$ cat src/rtl/e1ci_pkg.sv
// package: constants, types and register map of the e1 crc-4 interworking block
package e1ci_pkg;
    // frame period and alignment times
    localparam int unsigned FRAME_NS     = 125000;
    localparam int unsigned IW_TIME_MS   = 400;
    localparam int unsigned MF_TIME_MS   = 8;
    localparam int unsigned LONG_TIME_MS = 100;
    localparam int unsigned IW_FRAMES    = IW_TIME_MS * 1000000 / FRAME_NS;
    localparam int unsigned MF_FRAMES    = MF_TIME_MS * 1000000 / FRAME_NS;
    localparam int unsigned LONG_FRAMES  = LONG_TIME_MS * 1000000 / FRAME_NS;
    // register byte addresses
    localparam logic [8:0] ADR_ALGO  = 9'h000;
    localparam logic [8:0] ADR_SPARE = 9'h004;
    localparam logic [8:0] ADR_MODE  = 9'h008;
    localparam logic [8:0] ADR_CTRL  = 9'h00c;
    localparam logic [8:0] ADR_STAT  = 9'h010;
    localparam logic [1:0] PAGE_TX   = 2'h1;
    localparam logic [1:0] PAGE_RX   = 2'h2;
    // field positions
    localparam int unsigned ALGO_EN_BIT   = 0;
    localparam int unsigned ALGO_LONG_BIT = 2;
    localparam int unsigned ALGO_IW_BIT   = 3;
    localparam int unsigned ALGO_OFF_BIT  = 7;
    localparam int unsigned SPARE_RMA_BIT = 3;
    localparam int unsigned MODE_NFAS_BIT = 0;
    localparam int unsigned MODE_CCS_BIT  = 4;
    localparam int unsigned CTRL_REFR_BIT = 0;
    localparam int unsigned CTRL_NOCRC_BIT = 1;
    localparam int unsigned CTRL_RECONF_BIT = 2;
    // reset values
    localparam logic [7:0] RST_REG8 = 8'h00;
    localparam logic [7:0] RST_ALIGN = 8'h00;

    typedef enum logic [1:0] {
        ST_IDLE   = 2'b00,
        ST_SEARCH = 2'b01,
        ST_LOCK   = 2'b10,
        ST_NOCRC  = 2'b11
    } e1ci_align_state_type;

    // classic wishbone request from the master
    typedef struct packed {
        logic        cyc;
        logic        stb;
        logic        we;
        logic [8:0]  adr;
        logic [3:0]  sel;
        logic [31:0] dat;
    } e1ci_wb_req_type;

    // alignment events from the receive framer, same clock
    typedef struct packed {
        logic       frame_tick;
        logic       bfa_found;
        logic       bfa_loss;
        logic       crc_loss;
        logic       mfa_found;
        logic [7:0] bfa_offset;
        logic [7:0] mfa_offset;
    } e1ci_rx_evt_type;
endpackage

$ cat src/rtl/e1ci_frame_timer.sv
// frame-counting timer with sticky expiry
`timescale 1ns/100ps
`default_nettype none
module e1ci_frame_timer #(
    parameter int unsigned LIMIT = 8
) (
    input  wire logic clk_i,
    input  wire logic rst_i,
    input  wire logic clear_i,
    input  wire logic run_i,
    input  wire logic tick_i,
    output logic      expired_o
);
    localparam logic [11:0] LIM = LIMIT[11:0];

    typedef struct packed {
        logic [11:0] cnt;
        logic        exp;
    } e1ci_tmr_state_type;

    e1ci_tmr_state_type q, d;

    // count frame ticks while running; clear always wins
    always_comb begin
        d = q;
        if (clear_i) begin
            d.cnt = 12'h000;
            d.exp = 1'b0;
        end else if (run_i && tick_i && !q.exp) begin
            if (q.cnt == LIM - 12'h001) begin
                d.exp = 1'b1;
            end
            d.cnt = q.cnt + 12'h001;
        end
    end

    always_ff @(posedge clk_i) begin
        if (rst_i) begin
            q <= '0;
        end else begin
            q <= d;
        end
    end

    assign expired_o = q.exp;
endmodule
`default_nettype wire

$ cat src/rtl/e1ci_ts16_tx.sv
// transmit time slot 16 formatter for cas and ccs
`timescale 1ns/100ps
`default_nettype none
module e1ci_ts16_tx (
    input  wire logic             clk_i,
    input  wire logic             rst_i,
    input  wire logic             req_i,
    input  wire logic             fas_i,
    input  wire logic             ccs_i,
    input  wire logic             nfas_opt_i,
    input  wire logic [2:0]       spare_i,
    input  wire logic             rma_i,
    input  wire logic [31:0][7:0] sig_i,
    output logic      [7:0]       ts16_o,
    output logic                  vld_o
);
    typedef struct packed {
        logic [4:0] cnt;
        logic [7:0] ts16;
        logic       vld;
    } e1ci_tx_state_type;

    e1ci_tx_state_type q, d;
    logic [3:0] fr;
    logic       hold;

    // one byte per transmit frame request
    always_comb begin
        d = q;
        d.vld = 1'b0;
        fr = q.cnt[3:0];
        hold = 1'b0;
        if (req_i) begin
            d.vld = 1'b1;
            if (ccs_i) begin
                d.ts16 = sig_i[q.cnt];
                d.cnt = q.cnt + 5'h01;
            end else begin
                // pattern slips one frame until it lands on the chosen frame type
                hold = (fr == 4'h0) && (fas_i == nfas_opt_i);
                if (hold) begin
                    d.ts16 = {sig_i[15][3:0], sig_i[30][3:0]};
                end else if (fr == 4'h0) begin
                    d.ts16 = {4'h0, spare_i[0], rma_i, spare_i[1], spare_i[2]};
                end else begin
                    d.ts16 = {sig_i[fr][3:0], sig_i[5'(fr) + 5'd15][3:0]};
                end
                if (!hold) begin
                    d.cnt = {1'b0, fr + 4'h1};
                end
            end
        end
    end

    always_ff @(posedge clk_i) begin
        if (rst_i) begin
            q <= '0;
        end else begin
            q <= d;
        end
    end

    assign ts16_o = q.ts16;
    assign vld_o  = q.vld;
endmodule
`default_nettype wire

$ cat src/rtl/e1ci_top.sv
// crc-4 interworking alignment control and slot 16 signaling
`timescale 1ns/100ps
`default_nettype none
module e1ci_top (
    input  wire logic                     clk_i,
    input  wire logic                     rst_i,
    input  wire e1ci_pkg::e1ci_wb_req_type wb_i,
    output logic      [31:0]              wb_dat_o,
    output logic                          wb_ack_o,
    input  wire e1ci_pkg::e1ci_rx_evt_type rx_i,
    input  wire logic [7:0]               rx_ts16_i,
    input  wire logic                     rx_ts16_vld_i,
    input  wire logic [4:0]               rx_ts16_idx_i,
    input  wire logic                     tx_req_i,
    input  wire logic                     tx_fas_i,
    output logic      [7:0]               tx_ts16_o,
    output logic                          tx_ts16_vld_o,
    output logic                          no_crc4_mfa_o,
    output logic                          crc4_inhibit_o,
    output logic                          tx_e_zero_o,
    output logic                          mfa_locked_o,
    output logic                          par_search_o,
    output logic                          long_loss_o,
    output logic                          frame_restart_o,
    output logic      [7:0]               traffic_align_o
);
    typedef struct packed {
        logic [7:0]                     algo;
        logic [7:0]                     spare;
        logic [7:0]                     mode;
        logic                           nocrc;
        logic                           reframe;
        logic                           reconf;
        e1ci_pkg::e1ci_align_state_type st;
        logic [7:0]                     align;
        logic                           nomfa;
        logic                           lock;
        logic                           psearch;
        logic                           lloss;
        logic                           lprev;
        logic                           restart;
        logic [31:0]                    rdat;
        logic                           ack;
        logic [31:0][7:0]               rxsig;
        logic [31:0][7:0]               txsig;
    } e1ci_top_state_type;

    e1ci_top_state_type q, d;

    logic tclr;
    logic iw_exp;
    logic mf_exp;
    logic long_exp;
    logic bus_hit;
    logic bus_wr;

    // interworking pattern 0xxx1xx1
    function automatic logic iw_mode(input logic [7:0] a);
        iw_mode = !a[e1ci_pkg::ALGO_OFF_BIT] && a[e1ci_pkg::ALGO_IW_BIT]
                  && a[e1ci_pkg::ALGO_EN_BIT];
    endfunction

    // 100 ms pattern 0xxxx1x1, only when interworking is off
    function automatic logic long_mode(input logic [7:0] a);
        long_mode = !a[e1ci_pkg::ALGO_OFF_BIT] && a[e1ci_pkg::ALGO_LONG_BIT]
                    && a[e1ci_pkg::ALGO_EN_BIT] && !iw_mode(a);
    endfunction

    // every condition that may reset the interworking timer, apart from ST_IDLE which also holds it clear
    assign tclr = rx_i.bfa_loss
                | rx_i.crc_loss
                | q.reframe
                | q.nocrc
                | q.reconf;

    assign bus_hit = wb_i.cyc && wb_i.stb && !q.ack;
    assign bus_wr  = bus_hit && wb_i.we && wb_i.sel[0];

    // 400 ms timer runs through every parallel search
    e1ci_frame_timer #(
        .LIMIT (e1ci_pkg::IW_FRAMES)
    ) u_iw_tmr (
        .clk_i     (clk_i),
        .rst_i     (rst_i),
        .clear_i   (tclr || q.st == e1ci_pkg::ST_IDLE),
        .run_i     (q.st == e1ci_pkg::ST_SEARCH),
        .tick_i    (rx_i.frame_tick),
        .expired_o (iw_exp)
    );

    // 8 ms timer restarts after each parallel search
    e1ci_frame_timer #(
        .LIMIT (e1ci_pkg::MF_FRAMES)
    ) u_mf_tmr (
        .clk_i     (clk_i),
        .rst_i     (rst_i),
        .clear_i   (tclr || q.psearch || q.st != e1ci_pkg::ST_SEARCH),
        .run_i     (1'b1),
        .tick_i    (rx_i.frame_tick),
        .expired_o (mf_exp)
    );

    // 100 ms timer alongside the 8 ms one
    e1ci_frame_timer #(
        .LIMIT (e1ci_pkg::LONG_FRAMES)
    ) u_long_tmr (
        .clk_i     (clk_i),
        .rst_i     (rst_i),
        .clear_i   (tclr || q.st != e1ci_pkg::ST_SEARCH),
        .run_i     (long_mode(q.algo)),
        .tick_i    (rx_i.frame_tick),
        .expired_o (long_exp)
    );

    // transmit slot 16 formatter
    e1ci_ts16_tx u_tx (
        .clk_i      (clk_i),
        .rst_i      (rst_i),
        .req_i      (tx_req_i),
        .fas_i      (tx_fas_i),
        .ccs_i      (q.mode[e1ci_pkg::MODE_CCS_BIT]),
        .nfas_opt_i (q.mode[e1ci_pkg::MODE_NFAS_BIT]),
        .spare_i    (q.spare[2:0]),
        .rma_i      (q.spare[e1ci_pkg::SPARE_RMA_BIT]),
        .sig_i      (q.txsig),
        .ts16_o     (tx_ts16_o),
        .vld_o      (tx_ts16_vld_o)
    );

    // next state: bus slave, alignment control, receive signaling store
    always_comb begin
        d = q;
        d.reframe = 1'b0;
        d.reconf  = 1'b0;
        d.psearch = 1'b0;
        d.lloss   = 1'b0;
        d.lprev   = long_exp;
        d.restart = q.reframe || q.reconf;
        // ack one cycle after the strobe, dropped the cycle after
        d.ack  = bus_hit;
        d.rdat = 32'h0000_0000;
        if (bus_hit && !wb_i.we) begin
            case (wb_i.adr)
                e1ci_pkg::ADR_ALGO:  d.rdat = {24'h00_0000, q.algo};
                e1ci_pkg::ADR_SPARE: d.rdat = {24'h00_0000, q.spare};
                e1ci_pkg::ADR_MODE:  d.rdat = {24'h00_0000, q.mode};
                e1ci_pkg::ADR_CTRL:  d.rdat = {30'h0000_0000, q.nocrc, 1'b0};
                e1ci_pkg::ADR_STAT:  d.rdat = {26'h000_0000, q.st, q.lock, q.nomfa,
                                               q.align == 8'h00, 1'b0};
                default: begin
                    if (wb_i.adr[8:7] == e1ci_pkg::PAGE_TX) begin
                        d.rdat = {24'h00_0000, q.txsig[wb_i.adr[6:2]]};
                    end else if (wb_i.adr[8:7] == e1ci_pkg::PAGE_RX) begin
                        d.rdat = {24'h00_0000, q.rxsig[wb_i.adr[6:2]]};
                    end
                end
            endcase
        end
        if (bus_wr) begin
            case (wb_i.adr)
                e1ci_pkg::ADR_ALGO:  d.algo  = wb_i.dat[7:0];
                e1ci_pkg::ADR_SPARE: d.spare = wb_i.dat[7:0];
                e1ci_pkg::ADR_MODE:  d.mode  = wb_i.dat[7:0];
                e1ci_pkg::ADR_CTRL: begin
                    d.reframe = wb_i.dat[e1ci_pkg::CTRL_REFR_BIT];
                    d.nocrc   = wb_i.dat[e1ci_pkg::CTRL_NOCRC_BIT];
                    d.reconf  = wb_i.dat[e1ci_pkg::CTRL_RECONF_BIT];
                end
                default: begin
                    if (wb_i.adr[8:7] == e1ci_pkg::PAGE_TX) begin
                        d.txsig[wb_i.adr[6:2]] = wb_i.dat[7:0];
                    end
                end
            endcase
        end
        // ccs: received slot 16 kept verbatim
        if (q.mode[e1ci_pkg::MODE_CCS_BIT] && rx_ts16_vld_i) begin
            d.rxsig[rx_ts16_idx_i] = rx_ts16_i;
        end
        // loss is honoured whatever the multiframe search is doing
        if (tclr) begin
            d.st    = e1ci_pkg::ST_IDLE;
            d.nomfa = 1'b0;
            d.lock  = 1'b0;
        end else begin
            case (q.st)
                e1ci_pkg::ST_IDLE: begin
                    if (rx_i.bfa_found) begin
                        d.st    = e1ci_pkg::ST_SEARCH;
                        d.align = rx_i.bfa_offset;
                    end
                end
                e1ci_pkg::ST_SEARCH: begin
                    if (rx_i.mfa_found) begin
                        // offset belongs to the candidate that found it
                        d.st    = e1ci_pkg::ST_LOCK;
                        d.lock  = 1'b1;
                        d.align = rx_i.mfa_offset;
                    end else if (iw_mode(q.algo) && iw_exp) begin
                        d.st    = e1ci_pkg::ST_NOCRC;
                        d.nomfa = 1'b1;
                    end else begin
                        // parallel search; the primary alignment keeps traffic
                        d.psearch = mf_exp && !q.psearch;
                        d.lloss   = long_mode(q.algo) && long_exp && !q.lprev;
                    end
                end
                e1ci_pkg::ST_LOCK: begin
                    d.lock = 1'b1;
                end
                e1ci_pkg::ST_NOCRC: begin
                    d.nomfa = 1'b1;
                end
                default: begin
                    d.st = e1ci_pkg::ST_IDLE;
                end
            endcase
        end
        // reconfiguration also drops the learned alignment
        if (q.reconf) begin
            d.align = e1ci_pkg::RST_ALIGN;
        end
    end

    always_ff @(posedge clk_i) begin
        if (rst_i) begin
            q       <= '0;
            q.algo  <= e1ci_pkg::RST_REG8;
            q.spare <= e1ci_pkg::RST_REG8;
            q.mode  <= e1ci_pkg::RST_REG8;
            q.align <= e1ci_pkg::RST_ALIGN;
            q.st    <= e1ci_pkg::ST_IDLE;
        end else begin
            q <= d;
        end
    end

    // every output straight from the state flops
    assign wb_dat_o        = q.rdat;
    assign wb_ack_o        = q.ack;
    assign no_crc4_mfa_o   = q.nomfa;
    assign crc4_inhibit_o  = q.nomfa;
    assign tx_e_zero_o     = q.nomfa;
    assign mfa_locked_o    = q.lock;
    assign par_search_o    = q.psearch;
    assign long_loss_o     = q.lloss;
    assign frame_restart_o = q.restart;
    assign traffic_align_o = q.align;
endmodule
`default_nettype wire

$ cat config.mk
export PLATFORM = sky130hd
export DESIGN_NAME = e1ci_top
export DESIGN_NICKNAME = d
export VERILOG_FILES = /design/src/rtl/e1ci_pkg.sv /design/src/rtl/e1ci_frame_timer.sv /design/src/rtl/e1ci_ts16_tx.sv /design/src/rtl/e1ci_top.sv
export SDC_FILE = /design/constraint.sdc
export NUM_CORES = 2
export LEC_CHECK = 0
export ABC_AREA = 1
export CORE_MARGIN = 5
export CORE_UTILIZATION = 40
export DETAILED_ROUTE_END_ITERATION = 8
export DONT_BUFFER_PORTS = 1
export GPL_ROUTABILITY_DRIVEN = 0
export GPL_TIMING_DRIVEN = 0
export PLACE_DENSITY = 0.52
export RECOVER_POWER = 25
export SETUP_SLACK_MARGIN = 0.05
export SYNTH_ARGS = -nofsm -noshare
export SYNTH_HDL_FRONTEND = slang
export SYNTH_SLANG_ARGS = --single-unit
$ cat constraint.sdc
create_clock -name clk_i -period 3.3 [get_ports clk_i]
set_clock_uncertainty 0.05 [all_clocks]
set_input_delay 0.66 -clock clk_i [delete_from_list [all_inputs] [get_ports clk_i]]
set_output_delay 0.66 -clock clk_i [all_outputs]
set_load 0.02 [all_outputs]
==> implementation parameters <==
Parameter                              Value

Routing
  Routed WL per cell    25.5 um
  DR vias    33600
  Drt total wl    150 mm
  DRC    0
  Post-detailed-route via-to-cell ratio    5.71
  Drt first-iter violations    4111
  Antenna viol nets, final    0
  Number of detailed-routing iterations run before antenna repair    8

Global routing
  Overall global routing resource usage    35.0%
  Antenna violations before repair    6
  First-pass GRT wire length    213 mm
  Maximum number of pins on one net before global-route repair    21
  Number of global-route vias before repair    31400
  Overflow after GRT    0

STA
  Post-route fraction of the period consumed by the critical path    99.2%
  Post-layout min period    3270 ps
  Tightest slew margin relative to the limit    5.99%
  Number of hold violations in the final report    0
  Min Hold Slack    136 ps
  Final Slew Violations    0
  RSZ-0062 raised after global routing    no
  Setup TNS    0 ps
  Maximum clock frequency    306 MHz
  Final setup viols    0
  Worst slew pin tran    1410 ps

Final layout
  Post-synthesis to final-layout area growth    11.9%
  Proportion of layout cells with a drive suffix above 1    5.37%
  Layout Utilization    45.1%
  Multi-input combinational cell area    0.0152 mm2
  Fill cell instance count of the final layout    8417
  Final net count    4900
  Final non-filler cell area    0.0343 mm2
  Area used by sequential logic in the layout    0.0124 mm2

Setup path
  Number of buffers and inverters on the critical path    3
  Critical-path maximum fanout    20
  Arr. time, crit path    3770 ps
  Crit path launch type    register
  Required time at the endpoint of the critical path    3800 ps
  Setup Crit Path Kind    reg2reg
  Highest-delay cell along the critical path    clkdlybuf4s15_1
  CP delay by family, top    buffers and inverters
  List of cells traversed by the critical path    buf_2, inv_2, clkdlybuf4s15_1, nand3_1, a21oi_1, nor2_1, nand2_1, nand2_1, nor2_1, nor2_1, a21oi_1
  Critical Path End Type    register
  Cell occurring most often along the worst timing path    nor2_1
  Slowest stage delay, CP    950 ps

Worst hold path
  Kind of path behind the tightest hold check    in2reg

Outcome
  Status    finished, final reports clean

Yosys
  Synth Warn #    0
  Number of cells produced by synthesis    4709
  Count of distinct cell types in the synthesized netlist    41
  Netlist area before placement    0.0307 mm2
  Proportion of synthesized chip area in sequential cells    40.2%
  Total of flip-flops plus latches after synthesis    617
  Synthesized area divided by synthesized cell count    6.52 um2

Floorplan
  Floorplan die height    287 um
  Initial Utilization    40.4%
  Count of standard-cell rows    101
  Core Box Area    0.0761 mm2
  Die footprint    0.0824 mm2
  I/O pin cnt    144
  Horizontal die dimension    287 um

Place
  Placement Cell Area    0.0321 mm2
  Post-DP HPWL    110 mm
  Count of buffers inserted at the top-level ports    0

Clocking
  CTS clk-pin slew, worst paths    60 ps
  Clk_lat worst skew    640 ps
  Clock root buffer master    clkbuf_16
  Total setup buffers inserted after CTS    0
  Deepest clock path buffer count    3
  Number of CTS-inserted buffers    74
  Clock sinks    617
  Number of H-tree branching levels    3
  Clock tree from TritonCTS    built

Power
  Leakage power summed over all cells    13.7 nW
  Total power divided by cell area    522 mW/mm2
  IR drop worst, VDD    0.000411 V

Run
  Reported max-cap violation count    0
through the flow:
step	total power, W	cells	setup slack (ps)
finish	0.0179	5892	26.7
global route	0.0183	5891	49.9
CTS	0.0179	5891	64.4
detailed placement	0.00968	5762	-790
global placement	0.00968	5762	-814
floorplan	0.00878	4732	660
registers in the layout (all words and copies together), names as in the netlist:
name	count
u_tx.q	1
traffic_align_o	8
crc4_inhibit_o	1
q	542
u_tx.vld_o	1
u_mf_tmr.q	12
u_long_tmr.expired_o	1
wb_ack_o	1
u_tx.fr	4
u_iw_tmr.expired_o	1
long_loss_o	1
par_search_o	1
wb_dat_o	8
frame_restart_o	1
u_iw_tmr.q	12
u_long_tmr.q	12
u_mf_tmr.expired_o	1
mfa_locked_o	1
u_tx.ts16_o	8
logic make-up (layout without fill, tap and decap cells):
group                      after synthesis  after routing  synth area share [%]
xor gates and xnor gates                 9              9                 0.257
and+or+nand+nor                       2004           2004                  26.6
buffers and inverters                  756            885                  10.3
AOI/OAI and AO/OA                     1316           1316                  22.4
adders and majority gates                6              6                 0.245
other                                    1             25                0.0122
DFF                                    617            617                  40.2
cell type report:
class / count / share of cell area [%]
tap: 1030 / 3.75
inverter: 415 / 4.54
buffer: 340 / 4.44
clock buffer: 112 / 6.25
antenna: 1 / 0.00729
multi-input combinational: 3359 / 44.3
sequential: 617 / 36.0
clock inverter: 18 / 0.714
cells in the final DEF, fill, tap and decap left out, types with 13 or more instances in the layout:
cell       instances
nand2_1          992
o211ai_1          61
conb_1            24
o21ai_1           14
buf_4             35
a21oi_1          469
nor3_1            28
o21ai_0          716
nor2_1           698
clkbuf_1         234
a211oi_1          25
buf_2             71
inv_2             14
inv_1            391
buf_1             19
nand3_1          190
nand4_1           55
clkbuf_8          13
clkbuf_16         75
dfxtp_1          617
layer usage:
layer | routed length (um) | up-vias | global-route usage, %
li1 | - | 15500 | -
met1 | 58400 | 15700 | 43.1
met2 | 64800 | 1817 | 54.5
met3 | 13700 | 584 | 7.66
met4 | 13100 | 4 | 24.4
met5 | 23 | - | 0
power by group:
part           internal, W  total [W]  switching (W)
Clock              0.00482    0.00831        0.00349
Sequential         0.00747    0.00748      0.0000136
Combinational     0.000457    0.00215        0.00169
timing repair:
item / 4_1_cts / 5_1_grt
gates resized for setup: 14 / 14
setup endpoints to repair: 6 / 5
pin swaps: 0 / 0
hold buffers: 0 / 0
worst paths after layout:
check,start,end,slack [ps],cells after the start
hold / removal,rx_i[15],traffic_align_o[7]$_SDFFE_PP0P_,140,2
hold reg to reg,q[546]$_SDFF_PP0_,long_loss_o$_SDFF_PP0_,350,1
setup / recovery,u_tx.fr[1]$_SDFFE_PP0P_,u_tx.ts16_o[3]$_SDFFE_PP0P_,30,11
setup reg to reg,u_tx.fr[1]$_SDFFE_PP0P_,u_tx.ts16_o[3]$_SDFFE_PP0P_,30,11
cells in the mapped netlist, drive strengths merged:
| master | n | area [um2] |
|---|---|---|
| inv | 406 | 1520 |
| nand3b | 2 | 15.0 |
| nand3 | 191 | 978 |
| a22oi | 5 | 37.5 |
| nor4 | 8 | 50.1 |
| or2 | 3 | 18.8 |
| nor3 | 34 | 246 |
| nor3b | 3 | 22.5 |
| o21a | 4 | 30.0 |
| clkinv | 9 | 33.8 |
| nand2 | 1000 | 3790 |
| xor2 | 6 | 52.6 |
| o211ai | 61 | 458 |
| xnor2 | 3 | 26.3 |
| a211oi | 25 | 188 |
| dfxtp | 617 | 12400 |
| o21ai | 730 | 3650 |
| a311oi | 2 | 17.5 |
| o22ai | 9 | 56.3 |
| a21boi | 1 | 7.51 |
| conb | 1 | 3.75 |
| nor2 | 708 | 2710 |
| nand4 | 55 | 344 |
| a31oi | 6 | 37.5 |
| buf | 162 | 922 |
| ha | 6 | 75.1 |
| clkbuf | 179 | 672 |
| a21oi | 469 | 2350 |
| o31ai | 4 | 30.0 |
Power figures use the tool's default switching activity.
